File: config.mk
export PLATFORM = sky130hd
export DESIGN_NAME = nalu_accum
export DESIGN_NICKNAME = d
export VERILOG_FILES = /design/src/verilog/nalu_pkg.sv /design/src/verilog/nalu_accum.sv
export VERILOG_INCLUDE_DIRS = /design/src /design/src/verilog
export SDC_FILE = /design/constraint.sdc
export NUM_CORES = 1
export LEC_CHECK = 0
export BUFFER_PORTS_ARGS = -buffer_cell sky130_fd_sc_hd__buf_4
export CAP_MARGIN = 20
export CELL_PAD_IN_SITES_DETAIL_PLACEMENT = 1
export CELL_PAD_IN_SITES_GLOBAL_PLACEMENT = 1
export CORE_AREA = 2 2 78 50
export DETAILED_ROUTE_END_ITERATION = 16
export DIE_AREA = 0 0 80 52
export PLACE_DENSITY = 0.86
export RECOVER_POWER = 25
export SETUP_SLACK_MARGIN = 0.4
export SLEW_MARGIN = 20
export SYNTH_ARGS = -nofsm -noshare
export SYNTH_HDL_FRONTEND = slang
export SYNTH_SLANG_ARGS = --single-unit
File: constraint.sdc
create_clock -name clk -period 1.1 [get_ports clk]
set_input_delay 0.22 -clock clk [delete_from_list [all_inputs] [get_ports clk]]
set_output_delay 0.22 -clock clk [all_outputs]
set_load 0.01 [all_outputs]
File: src/verilog/nalu_map.svh
// Constant map of the nibble accumulator logic unit.
// Assumes 10-bit instruction words delivered in 16-bit padded form.
`ifndef NALU_MAP_SVH
`define NALU_MAP_SVH

// Padded 16-bit word: bits 15:13 and 7:5 hold the 111 pad
`define NALU_W16_HI_MSB   12
`define NALU_W16_HI_LSB   8
`define NALU_W16_LO_MSB   4
`define NALU_W16_LO_LSB   0
`define NALU_PAD_VALUE    3'h7

// Upper five bits of the 10-bit word
`define NALU_HI_AND_LOW   5'h1b
`define NALU_HI_AND_HIGH  5'h1a
`define NALU_HI_OR_LOW    5'h1d
`define NALU_HI_OR_HIGH   5'h1c
`define NALU_HI_XOR_LOW   5'h15
`define NALU_HI_XOR_HIGH  5'h14
`define NALU_HI_INC       5'h14
`define NALU_HI_ROT       5'h1c
`define NALU_HI_ROTZ      5'h1e

// Lower five bits of the 10-bit word
`define NALU_LO_REG_BIT   4
`define NALU_LO_TABLE     5'h10
`define NALU_LO_IMM       5'h11
`define NALU_LO_ACC       5'h13

// Table word nibbles, carry term bit
`define NALU_TBL_HI_MSB   7
`define NALU_TBL_HI_LSB   4
`define NALU_TBL_LO_MSB   3
`define NALU_TBL_LO_LSB   0
`define NALU_SIGN_BIT     3

// Reset values
`define NALU_ACC_RST      4'h0
`define NALU_CARRY_RST    1'b0

`endif

File: src/verilog/nalu_pkg.sv
// Types of the nibble accumulator logic unit.
// Assumes nalu_map.svh supplies the numeric constants.
package nalu_pkg;

    // Operands that the core presents with each instruction cycle
    typedef struct packed {
        logic [3:0]  reg_data;     // Addressed low_bank_reg or high_bank_reg
        logic [9:0]  table_word;   // Word at table_page_register, pointer_register_zero
        logic [15:0] second_word;  // Padded second word carrying immediate_nibble
    } nalu_operand_s;

    typedef enum logic [2:0] {
        NALU_OP_NONE = 3'h0,
        NALU_OP_AND  = 3'h1,
        NALU_OP_OR   = 3'h3,
        NALU_OP_XOR  = 3'h2,
        NALU_OP_INC  = 3'h6,
        NALU_OP_ROT  = 3'h7,
        NALU_OP_ROTZ = 3'h5
    } nalu_op_e;

endpackage : nalu_pkg

File: src/verilog/nalu_accum.sv
// Accumulator and carry datapath with its instruction decoder.
// Assumes the core presents each instruction word and its operands for
// one clock with instr_valid; every instruction completes in that cycle.
//
// Functional notes
// - Ten-bit words; ignore both 111 pad groups
// - Register AND; carry is A3 and R3
// - Table AND high/low nibble; carry from nibble top
// - Immediate AND; carry is A3 and imm3
// - Register OR; carry always cleared
// - Table OR high/low nibble; carry cleared
// - Immediate OR; carry cleared
// - XOR register or immediate; carry A3 and operand3
// - Table XOR; carry A3 and word bit
// - Increment modulo sixteen; carry on wrap
// - Rotate left through bit 0; carry old A3
// - Rotate-or-reset resets when accumulator zero
// - That reset clears carry like any reset
`timescale 1ns/1ps
`include "nalu_map.svh"

module nalu_accum (
    input  wire logic                  clk,            // 200 MHz system clock
    input  wire logic                  rst_b,          // Chip reset, active low
    input  wire logic                  instr_valid,    // Instruction cycle strobe
    input  wire logic [15:0]           instr_word,     // First word, padded form
    input  wire nalu_pkg::nalu_operand_s operands,     // Operands for this cycle
    input  wire logic                  acc_load,       // Load from other instructions
    input  wire logic [3:0]            acc_load_data,  // Value for acc_load
    output logic [3:0]                 acc,            // Accumulator
    output logic                       carry_flag,     // Carry flag
    output logic                       reset_request,  // Zero-rotate reset pulse
    output logic                       instr_done      // Group instruction executed
);

    logic        rst_meta_reg;
    logic        rst_sync_reg;
    logic [3:0]  acc_reg;
    logic [3:0]  acc_next;
    logic        carry_reg;
    logic        carry_next;
    logic        reset_req_reg;
    logic        reset_req_next;
    logic        done_reg;
    logic        done_next;
    logic [9:0]  word10;
    logic [4:0]  op_hi;
    logic [4:0]  op_lo;
    logic [9:0]  second10;
    logic [3:0]  imm_nibble;
    logic [3:0]  tbl_nibble;
    logic [3:0]  operand;
    nalu_pkg::nalu_op_e op;

    // Drops the two pad groups of a padded word
    function automatic logic [9:0] strip_pad(input logic [15:0] w);
        strip_pad = {w[`NALU_W16_HI_MSB:`NALU_W16_HI_LSB],
                     w[`NALU_W16_LO_MSB:`NALU_W16_LO_LSB]};
    endfunction : strip_pad

    // Reset release through two flip-flops
    always_ff @(posedge clk or negedge rst_b) begin
        if (!rst_b) begin
            rst_meta_reg <= 1'b0;
            rst_sync_reg <= 1'b0;
        end else begin
            rst_meta_reg <= 1'b1;
            rst_sync_reg <= rst_meta_reg;
        end
    end

    assign word10     = strip_pad(instr_word);
    assign op_hi      = word10[9:5];
    assign op_lo      = word10[4:0];
    assign second10   = strip_pad(operands.second_word);
    assign imm_nibble = second10[3:0];

    // Decode
    always_comb begin
        op = nalu_pkg::NALU_OP_NONE;
        if (!op_lo[`NALU_LO_REG_BIT] || op_lo == `NALU_LO_TABLE) begin
            case (op_hi)
                `NALU_HI_AND_LOW, `NALU_HI_AND_HIGH: op = nalu_pkg::NALU_OP_AND;
                `NALU_HI_OR_LOW,  `NALU_HI_OR_HIGH:  op = nalu_pkg::NALU_OP_OR;
                `NALU_HI_XOR_LOW, `NALU_HI_XOR_HIGH: op = nalu_pkg::NALU_OP_XOR;
                default: op = nalu_pkg::NALU_OP_NONE;
            endcase
        end else if (op_lo == `NALU_LO_IMM) begin
            case (op_hi)
                `NALU_HI_AND_LOW: op = nalu_pkg::NALU_OP_AND;
                `NALU_HI_OR_LOW:  op = nalu_pkg::NALU_OP_OR;
                `NALU_HI_XOR_LOW: op = nalu_pkg::NALU_OP_XOR;
                default: op = nalu_pkg::NALU_OP_NONE;
            endcase
        end else if (op_lo == `NALU_LO_ACC) begin
            case (op_hi)
                `NALU_HI_INC:  op = nalu_pkg::NALU_OP_INC;
                `NALU_HI_ROT:  op = nalu_pkg::NALU_OP_ROT;
                `NALU_HI_ROTZ: op = nalu_pkg::NALU_OP_ROTZ;
                default: op = nalu_pkg::NALU_OP_NONE;
            endcase
        end
    end

    // Operand select: even upper code takes the high table nibble
    always_comb begin
        if (op_hi[0]) begin
            tbl_nibble = operands.table_word[`NALU_TBL_LO_MSB:`NALU_TBL_LO_LSB];
        end else begin
            tbl_nibble = operands.table_word[`NALU_TBL_HI_MSB:`NALU_TBL_HI_LSB];
        end
        if (!op_lo[`NALU_LO_REG_BIT]) begin
            operand = operands.reg_data;
        end else if (op_lo == `NALU_LO_TABLE) begin
            operand = tbl_nibble;
        end else begin
            operand = imm_nibble;
        end
    end

    // Execute
    always_comb begin
        acc_next       = acc_reg;
        carry_next     = carry_reg;
        reset_req_next = 1'b0;
        done_next      = 1'b0;
        if (instr_valid) begin
            done_next = (op != nalu_pkg::NALU_OP_NONE);
            case (op)
                nalu_pkg::NALU_OP_AND: begin
                    acc_next   = acc_reg & operand;
                    carry_next = acc_reg[`NALU_SIGN_BIT] & operand[`NALU_SIGN_BIT];
                end
                nalu_pkg::NALU_OP_OR: begin
                    acc_next   = acc_reg | operand;
                    carry_next = 1'b0;
                end
                nalu_pkg::NALU_OP_XOR: begin
                    acc_next   = acc_reg ^ operand;
                    carry_next = acc_reg[`NALU_SIGN_BIT] & operand[`NALU_SIGN_BIT];
                end
                nalu_pkg::NALU_OP_INC: begin
                    acc_next   = acc_reg + 4'h1;
                    carry_next = (acc_reg == 4'hf);
                end
                nalu_pkg::NALU_OP_ROT: begin
                    acc_next   = {acc_reg[2:0], acc_reg[3]};
                    carry_next = acc_reg[3];
                end
                nalu_pkg::NALU_OP_ROTZ: begin
                    if (acc_reg == 4'h0) begin
                        reset_req_next = 1'b1;
                        carry_next     = `NALU_CARRY_RST;
                    end else begin
                        acc_next   = {acc_reg[2:0], acc_reg[3]};
                        carry_next = acc_reg[3];
                    end
                end
                default: begin
                    if (acc_load) begin
                        acc_next   = acc_load_data;
                        carry_next = 1'b0;
                    end
                end
            endcase
        end else if (acc_load) begin
            acc_next   = acc_load_data;
            carry_next = 1'b0;
        end
    end

    always_ff @(posedge clk or negedge rst_sync_reg) begin
        if (!rst_sync_reg) begin
            acc_reg       <= `NALU_ACC_RST;
            carry_reg     <= `NALU_CARRY_RST;
            reset_req_reg <= 1'b0;
            done_reg      <= 1'b0;
        end else begin
            acc_reg       <= acc_next;
            carry_reg     <= carry_next;
            reset_req_reg <= reset_req_next;
            done_reg      <= done_next;
        end
    end

    assign acc           = acc_reg;
    assign carry_flag    = carry_reg;
    assign reset_request = reset_req_reg;
    assign instr_done    = done_reg;

    // Checks
    logic [3:0] reg_opnd;
    logic [3:0] imm_opnd;
    logic [9:0] tbl_opnd;
    logic       go;
    assign reg_opnd = operands.reg_data;
    assign imm_opnd = imm_nibble;
    assign tbl_opnd = operands.table_word;
    assign go       = instr_valid;
endmodule : nalu_accum

==> results of run 1 <==
==> power groups by stage <==
stage	combinational, mW	clock, mW	sequential [mW]
floorplan	0.291	0	0.422
global placement	0.653	0	0.388
detailed placement	0.693	0	0.393
CTS	0.792	0.417	0.395
global route	1.03	0.450	0.404
finish	0.977	0.434	0.403
==> worst max-delay path, delay by kind of cell <==
kind	cells	cell delay, ns
adder cells (fa/ha/maj)	1	0.32
AO/OA/AOI/OAI	5	0.79
buffers and inverters	2	0.29
multiplexers	1	0.12
AND/OR/NAND/NOR	2	0.42
==> worst max-delay path by stage <==
stage	startpoint	endpoint	slack [ns]	cells past startpoint
2_1_floorplan	instr_word[0]	acc[0]	-0.63	9
3_3_place_gp	instr_word[0]	acc[0]	-0.85	11
3_5_place_dp	instr_word[0]	acc[0]	-0.96	11
4_1_cts	instr_word[0]	acc[0]	-0.72	11
5_1_grt	instr_word[3]	acc[0]	-1.02	11
6_report	instr_word[3]	acc[0]	-0.95	11
==> cell type report <==
cell class | instances | area [sq um] | share of cell area, %
diodes | 1 | 2.502 | 0.1192
clock buffers | 4 | 45.04 | 2.145
inverters | 11 | 41.29 | 1.967
multi-input cells | 104 | 980.9 | 46.72
flip-flops and latches | 9 | 225.2 | 10.73
well taps | 47 | 58.81 | 2.801
repair buffers | 88 | 745.7 | 35.52
==> cells by family (layout without fill, tap and decap cells) <==
group	Yosys count	after routing	synth area share, %
adders and majority gates	10	10	11.45
and+or+nand+nor	43	43	22.91
AOI/OAI and AO/OA	37	37	27.49
muxes	10	10	9.279
buffers and inverters	13	103	5.499
other	1	2	0.3433
DFF	9	9	20.62
xor gates and xnor gates	3	3	2.406
==> per-layer routing <==
| layer | global-route usage, % | share of wire (%) | vias up |
|---|---|---|---|
| met5 | 0 | 0 | - |
| met4 | 7.627 | 2.7 | 0 |
| met3 | 3.299 | 5.5 | 18 |
| met2 | 49.86 | 49 | 70 |
| met1 | 36.32 | 42 | 764 |
| li1 | - | - | 651 |
==> through the flow <==
stage                     total power [mW]  setup slack [ns]  instance area (sq um)  std cells  hold slack [ns]
after CTS                            1.604           -0.7154                   1887        252           0.1459
final                                1.814           -0.9463                   2100        264           0.1535
after detailed placement             1.086           -0.9558                   1678        240         0.008112
after floorplan                     0.7125           -0.6301                   1129        126         -0.07559
after global routing                 1.881            -1.020                   2097        263           0.1590
after global placement               1.041           -0.8456                   1678        240         0.002401
==> cell usage after synthesis (all sizes together) (3+ instances only) <==
master and number:
nand3 8, a32oi 3, a21oi 8, nor2b 3, o21ai 5, xnor2 3
mux2i 9, ha 10, nor2 10, nand2 10, inv 11, dfrtp 9
nand4 3
==> repair_timing <==
item / 4_1_cts / 5_1_grt
buffers inserted: 7 / 11
gates resized for setup: 29 / 26
hold endpoints to repair: 2 / 0
setup endpoints to repair: 14 / 14
pin swaps: 8 / 18
hold buffers: 1 / 0
==> reports/qor.txt, run 1 <==
Syn_nets - 190
Max incr delay on CP - 0.37 ns
Commonest non-fill, non-tap cell in the layout - buf_4
Max cap viols - 0
Root Driver - clkbuf_8
Run status - finished, violations left
HPWL after DPL - 3678 microns
First-pass GRT wire length - 8645 microns
Total grt overflow - 0
Most frequent cells in the layout - buf_4, buf_6, nand2_1
DRC violations left - 0
Async SR Flop Fraction - 100.0%
Avg Synthesized Cell Area - 8.669 sq um
Final core utilization - 60.19%
Yosys warns - 0
Sw Ratio - 37.87%
Synth Cell Area - 0.001092 sq mm
Net switching power - 686.7 uW
Share of the clock period used by the worst path - 186.0%
Die area - 0.004160 sq mm
Largest net degree at the start of global routing - 9
IO Pins - 61
Cell internal pwr - 1.127 mW
Via count - 1503
Max reg flops - 4
Part of the power in combinational logic - 53.9%
Min-delay worst type - register to asynchronous set/reset pin
Iter 0 DRT Violations - 112
P&R area growth vs syn - 92.21%
TritonRoute pass-1 iters - 4
Setup TNS - -5.043 ns
Worst VDD drop - 0.6354 mV
Count of pins over their slew limit - 0
Fmax - 488.7 MHz
Die width - 80 microns
Pwr Density - 863.8 mW/mm^2
CTS tree - built
Violated checks - negative setup slack
Worst-path clk slew - 0.06 ns
Sequential fraction of the synthesis area - 20.62%
Post-synth top area share - 20.62%
Layout cells sized above 1 - 59.72%
Die height - 52 microns
PortBufs - 40
Initial antenna violation count - 0
Crit. End Element - register
Vias in the first global route - 1558
Final Skew - 0.004027 ns
H-tree levels - 1
CP startpoint kind - input pin
Sequential Power Share - 22.2%
Post-synth top area cell - dfrtp_1
Tmin final - 2.046 ns
Critical path class - input pin to register
Primary FF master, synth - dfrtp_1
Worst r2r src - acc[0]
Leakage power - 0.9797 nW
Syn Inst Count - 126
CP most frequent cell - a21oi_2
Avg Vias per Cell - 5.693
Rows - 17
Reg2reg setup slack - -0.64 ns
Post-route ant nets - 0
Clk sink count - 9
Ranking of synthesized cells by area - dfrtp_1, ha_1, mux2i_1, inv_1, a21oi_1
Nets - 281
Drt total wl - 6664 microns
CTS buffer count - 3
Slack of the critical path - -0.9463 ns
Initial core utilization - 31.31%
GPL Wtd Cong - 0.8897
Reg-to-reg endpoint - acc[0]
CP Cell Sequence - buf_8 -> nor4_4 -> buf_6 -> nor2_4 -> a21oi_2 -> mux2i_1 -> ha_1 -> o22ai_2 -> a21oi_2 -> a2111oi_4 -> a32oi_1
Flops & latches, synth - 9
Setup Viol. Count Final - 11
FILL cells - 408
Slowest CP cell - nor4_4
Gr usage total - 28.09%
Maximum net fanout on the critical path - 5
Synth cell types - 47
Critical Path RT - 1.22 ns
Core ar. - 0.003488 sq mm
Worst-Skew Late Latency - 0.25 ns
Worst path arrival time - 2.17 ns
Fin. Hold Viols - 0
RSZ-0062 raised after global routing - yes
Max Root-Sink Buffers - 2
Register-to-Register Path Depth - 7
Number of flops mapped to enable cells by yosys - 0
Wire per inst - 25.24 microns
Clock Power Share - 23.9%
Power figures use the tool's default switching activity.
==> run 2, diff against run 1 <==
Clock period 1.1 ns to 2.5 ns, I/O delays scaled along.
==> reports/qor.txt, run 2 (synthesis gave the netlist of run 1 again) <==
HPWL after DPL - 2811 microns
H-tree levels - 1
Worst path arrival time - 2.33 ns
Clk sink count - 9
Maximum net fanout on the critical path - 8
First-pass GRT wire length - 6141 microns
Leakage power - 0.7791 nW
Worst-Skew Late Latency - 0.23 ns
Gr usage total - 19.08%
Fin. Hold Viols - 0
Critical path class - input pin to register
Area after DPL - 0.001455 sq mm
Met2 usage in global routing - 30.83%
Pwr Density - 381.1 mW/mm^2
Max incr delay on CP - 0.54 ns
Crit. End Element - register
Setup Viol. Count Final - 0
Setup TNS - 0 ns
Max Root-Sink Buffers - 2
Initial core utilization - 31.31%
Slack of the critical path - 0.2917 ns
Worst VDD drop - 0.2366 mV
Max cap viols - 0
Slowest CP cell - o41a_4
Initial antenna violation count - 0
Reg2reg setup slack - 0.66 ns
Register-to-Register Path Depth - 7
CP startpoint kind - input pin
TritonRoute pass-1 iters - 4
Met3 Resource Use GR - 3.993%
Critical path startpoint - instr_word[3]
Tmin final - 2.208 ns
Worst-path clk slew - 0.05 ns
GRT Max-Usage Layer - met2
Layout cells sized above 1 - 45.86%
P&R area growth vs syn - 53.84%
Total grt overflow - 0
Most frequent cells in the layout - buf_4, inv_1, nand2_1
PortBufs - 40
CP Capture Point - acc[3]
Drt total wl - 4065 microns
Critical Path RT - 2.62 ns
DRC violations left - 0
Avg Vias per Cell - 5.399
Rows - 17
Final instance area - 0.001680 sq mm
Commonest non-fill, non-tap cell in the layout - buf_4
Share of the clock period used by the worst path - 88.33%
Iter 0 DRT Violations - 103
IO Pins - 61
CP Cell Sequence - buf_8 -> buf_4 -> buf_4 -> o41a_4 -> a21o_2 -> a21boi_4 -> nand4_1 -> o22a_1
N_diodes - 0
Max reg flops - 4
Via count - 1231
Root Driver - clkbuf_8
CTS tree - built
Fmax - 452.8 MHz
Nets - 246
CP most frequent cell - buf_4
RSZ-0062 raised after global routing - yes
Core ar. - 0.003488 sq mm
Die area - 0.004160 sq mm
Die width - 80 microns
Run status - complete, no violations
Min-delay worst type - input pin to asynchronous set/reset pin
GPL Wtd Cong - 0.8547
Post-route ant nets - 0
Wire per inst - 17.83 microns
Count of pins over their slew limit - 0
Dpl ws - -0.05035 ns
Largest net degree at the start of global routing - 11
Die height - 52 microns
CTS buffer count - 3
Worst r2r src - acc[0]
Reg-to-reg endpoint - acc[0]
Routing usage on met1 - 26.48%
Vias in the first global route - 1251
Final Skew - 0.003482 ns
==> run 2: cell count changes in the layout (fill, tap and decap cells not counted), moves of 2 or more <==
| cell | before | now |
|---|---|---|
| buf_4 | 64 | 48 |
| inv_1 | 7 | 11 |
| buf_6 | 21 | 2 |
| a22oi_1 | 0 | 2 |
| a22oi_2 | 2 | 0 |
| inv_2 | 4 | 0 |
==> run 2: worst min path at each step <==
| stage | start | end |
|---|---|---|
| 2_1_floorplan | rst_sync_reg | acc[0] |
| 3_3_place_gp | rst_sync_reg | acc[2] |
| 3_5_place_dp | rst_sync_reg | acc[1] |
| 4_1_cts | rst_b | rst_sync_reg |
| 5_1_grt | rst_b | rst_sync_reg |
| 6_report | rst_b | rst_sync_reg |
==> run 2: what timing repair did <==
action,4_1_cts,5_1_grt
pin swaps,9,14
hold endpoints to repair,0,0
setup endpoints to repair,3,5
buffers inserted,7,5
cloned,0,0
gates resized for setup,9,13
hold buffers,0,0
==> run 2: power by group <==
group          leakage (nW)  switching [mW]  internal [mW]
logic                 0.645           0.136          0.145
registers             0.112          0.0280          0.160
clock network        0.0228          0.0604          0.111
total                 0.779           0.224          0.416
==> run 2: layer usage <==
metal / share of wire (%) / vias up
met2: 48 / 33
met3: 3.0 / 8
met1: 47 / 609
met5: 0 / -
li1: - / 581
met4: 1.6 / 0
==> run 2: metrics by stage <==
| stage | hold slack [ns] | instances | utilization (%) | power [mW] |
|---|---|---|---|---|
| after floorplan | 0.08149 | 126 | - | 0.3095 |
| after global placement | 0.1085 | 212 | 41.71 | 0.4029 |
| after detailed placement | 0.1251 | 212 | 41.71 | 0.4177 |
| after CTS | 0.04042 | 223 | 45.52 | 0.6126 |
| after global routing | 0.05484 | 228 | 48.17 | 0.6795 |
| final | 0.05426 | 228 | 48.17 | 0.6405 |
==> run 2: final cells by class <==
cell class                      instances  area, sq um
Timing Repair Buffer                   53        416.7
Clock buffer                            4        45.04
Sequential cell                         9        225.2
Multi-Input combinational cell        104        893.4
Tap cell                               47        58.81
Inverter                               11        41.29
Fill cell                             422         1808
==> run 2: critical path: cells and delay by family <==
kind | cells | cell delay (ns)
buffers and inverters | 3 | 0.35
AOI/OAI and AO/OA | 4 | 1.33
and+or+nand+nor | 1 | 0.14
==> run 3, diff against run 2 <==
Settings changed: HOLD_SLACK_MARGIN set to 0.03, REMOVE_ABC_BUFFERS set to 1.
==> reports/qor.txt, run 3 (synthesis gave the netlist of run 1 again) <==
Run status - complete, no violations
Avg Vias per Cell - 5.524
First-pass GRT wire length - 6147 microns
HPWL after DPL - 2813 microns
Reg-to-reg endpoint - acc[0]
Die area - 0.004160 sq mm
Drt total wl - 4388 microns
Largest net degree at the start of global routing - 11
WHS - 0.04435 ns
CP startpoint kind - input pin
Max incr delay on CP - 0.32 ns
P&R area growth vs syn - 50.06%
Critical path class - input pin to register
DRC violations left - 0
Max Root-Sink Buffers - 2
Reg2reg setup slack - 0.63 ns
Wire per inst - 19.50 microns
GPL Wtd Cong - 0.8567
Maximum net fanout on the critical path - 4
Via count - 1243
Non-Filler Instances - 225
Worst-Skew Late Latency - 0.25 ns
Final Skew - 0.01176 ns
Max reg flops - 4
Min-delay worst type - input pin to asynchronous set/reset pin
Multi-input combinational cell area - 878.3 sq um
Core ar. - 0.003488 sq mm
Gr usage total - 19.16%
Cell internal pwr - 410.2 uW
Worst-path clk slew - 0.04 ns
Die width - 80 microns
Share of the clock period used by the worst path - 87.39%
Root Driver - clkbuf_8
Slowest CP cell - a2111oi_4
Rows - 17
Part of the power in combinational logic - 42.8%
Setup Viol. Count Final - 0
Leakage power - 0.7555 nW
Worst path arrival time - 2.29 ns
Slew HR - 63.79%
Post-route ant nets - 0
Sequential Power Share - 29.2%
CTS buffer count - 3
Die height - 52 microns
TritonRoute pass-1 iters - 4
Iter 0 DRT Violations - 92
DP Cell Count - 212
Fin. Hold Viols - 0
Tmin final - 2.185 ns
Sequential cell area - 225.2 sq um
Count of pins over their slew limit - 0
Clock Power Share - 28.0%
CP Cell Sequence - buf_6 -> nor4_4 -> buf_6 -> nor2_4 -> a21oi_2 -> mux2i_2 -> ha_1 -> o22ai_2 -> a21oi_2 -> a2111oi_4 -> a32oi_1
Max cap viols - 0
Pwr Density - 391.1 mW/mm^2
Vias in the first global route - 1283
Net switching power - 230.9 uW
Hold buffer count at cts - 0
Total grt overflow - 0
Register-to-Register Path Depth - 7
Critical Path RT - 2.61 ns
N_diodes - 0
Worst r2r src - acc[0]
Layout cells sized above 1 - 43.82%
RSZ-0062 raised after global routing - yes
Initial core utilization - 31.31%
Nets - 243
FILL cells - 427
Fmax - 457.7 MHz
CTS tree - built
H-tree levels - 1
Worst VDD drop - 0.3001 mV
Most frequent cells in the layout - buf_4, inv_1, nand2_1
Crit. End Element - register
Clk sink count - 9
Commonest non-fill, non-tap cell in the layout - buf_4
IO Pins - 61
PortBufs - 40
Initial antenna violation count - 0
Worst Tran Pin Value - 0.5407 ns
Sw Ratio - 36.02%
run 3: changes by cell type in the layout (fill, tap and decap cells not counted), moves of 2 or more:
cell    change
buf_4       -4
buf_6       +3
buf_8       -2
nor2_2      -2
run 3: power groups by stage:
stage          clock network [mW]  logic (mW)  registers, mW
3_5_place_dp                    0       0.225          0.187
2_1_floorplan                   0       0.117          0.186
6_report                    0.180       0.274          0.187
4_1_cts                     0.169       0.250          0.185
3_3_place_gp                    0       0.214          0.186
5_1_grt                     0.191       0.297          0.190
run 3: worst max path at each step:
stage	startpoint	endpoint	cells past startpoint
3_5_place_dp	instr_word[3]	acc[0]	11
6_report	instr_word[3]	acc[0]	11
3_3_place_gp	instr_word[3]	acc[0]	11
5_1_grt	instr_word[3]	acc[0]	11
2_1_floorplan	instr_word[3]	acc[0]	8
4_1_cts	instr_word[0]	acc[0]	11
run 3: what timing repair did:
action                     in CTS  in global routing
gates resized for setup        10                 10
pin swaps                       8                  8
setup endpoints to repair       3                  3
buffers inserted                9                  0
run 3: final cells by class:
type	count	area share, %
clock buffers	4	2.748
inverters	11	2.519
multi-input cells	104	53.59
flip-flops and latches	9	13.74
well taps	47	3.588
repair buffers	50	23.82
run 3: routing by layer:
| layer | vias up | GRT usage [%] | part of all wire (%) |
|---|---|---|---|
| met3 | 18 | 3.472 | 5.3 |
| li1 | 575 | - | - |
| met2 | 56 | 32.08 | 49 |
| met4 | 0 | 3.107 | 3.4 |
| met5 | - | 0 | 0 |
| met1 | 594 | 26.29 | 42 |
run 3: worst max-delay path: cells and delay by family:
kind / cells / cell delay [ns]
AOI/OAI and AO/OA: 5 / 0.77
and+or+nand+nor: 2 / 0.33
adders and majority gates: 1 / 0.30
buffers and inverters: 2 / 0.28
muxes: 1 / 0.11
run 3: metrics by stage:
| step | TNS (ns) | power, mW | worst slack [ns] | instance area, sq um | util (%) |
|---|---|---|---|---|---|
| final | 0 | 0.6411 | 0.3153 | 1639 | 46.99 |
| after global placement | 0 | 0.4003 | 0.04245 | 1440 | 41.28 |
| after CTS | 0 | 0.6039 | 0.3556 | 1593 | 45.66 |
| after floorplan | 0 | 0.3027 | 0.04424 | 1074 | - |
| after global routing | 0 | 0.6785 | 0.2548 | 1639 | 46.99 |
| after detailed placement | -0.08050 | 0.4121 | -0.08050 | 1440 | 41.28 |
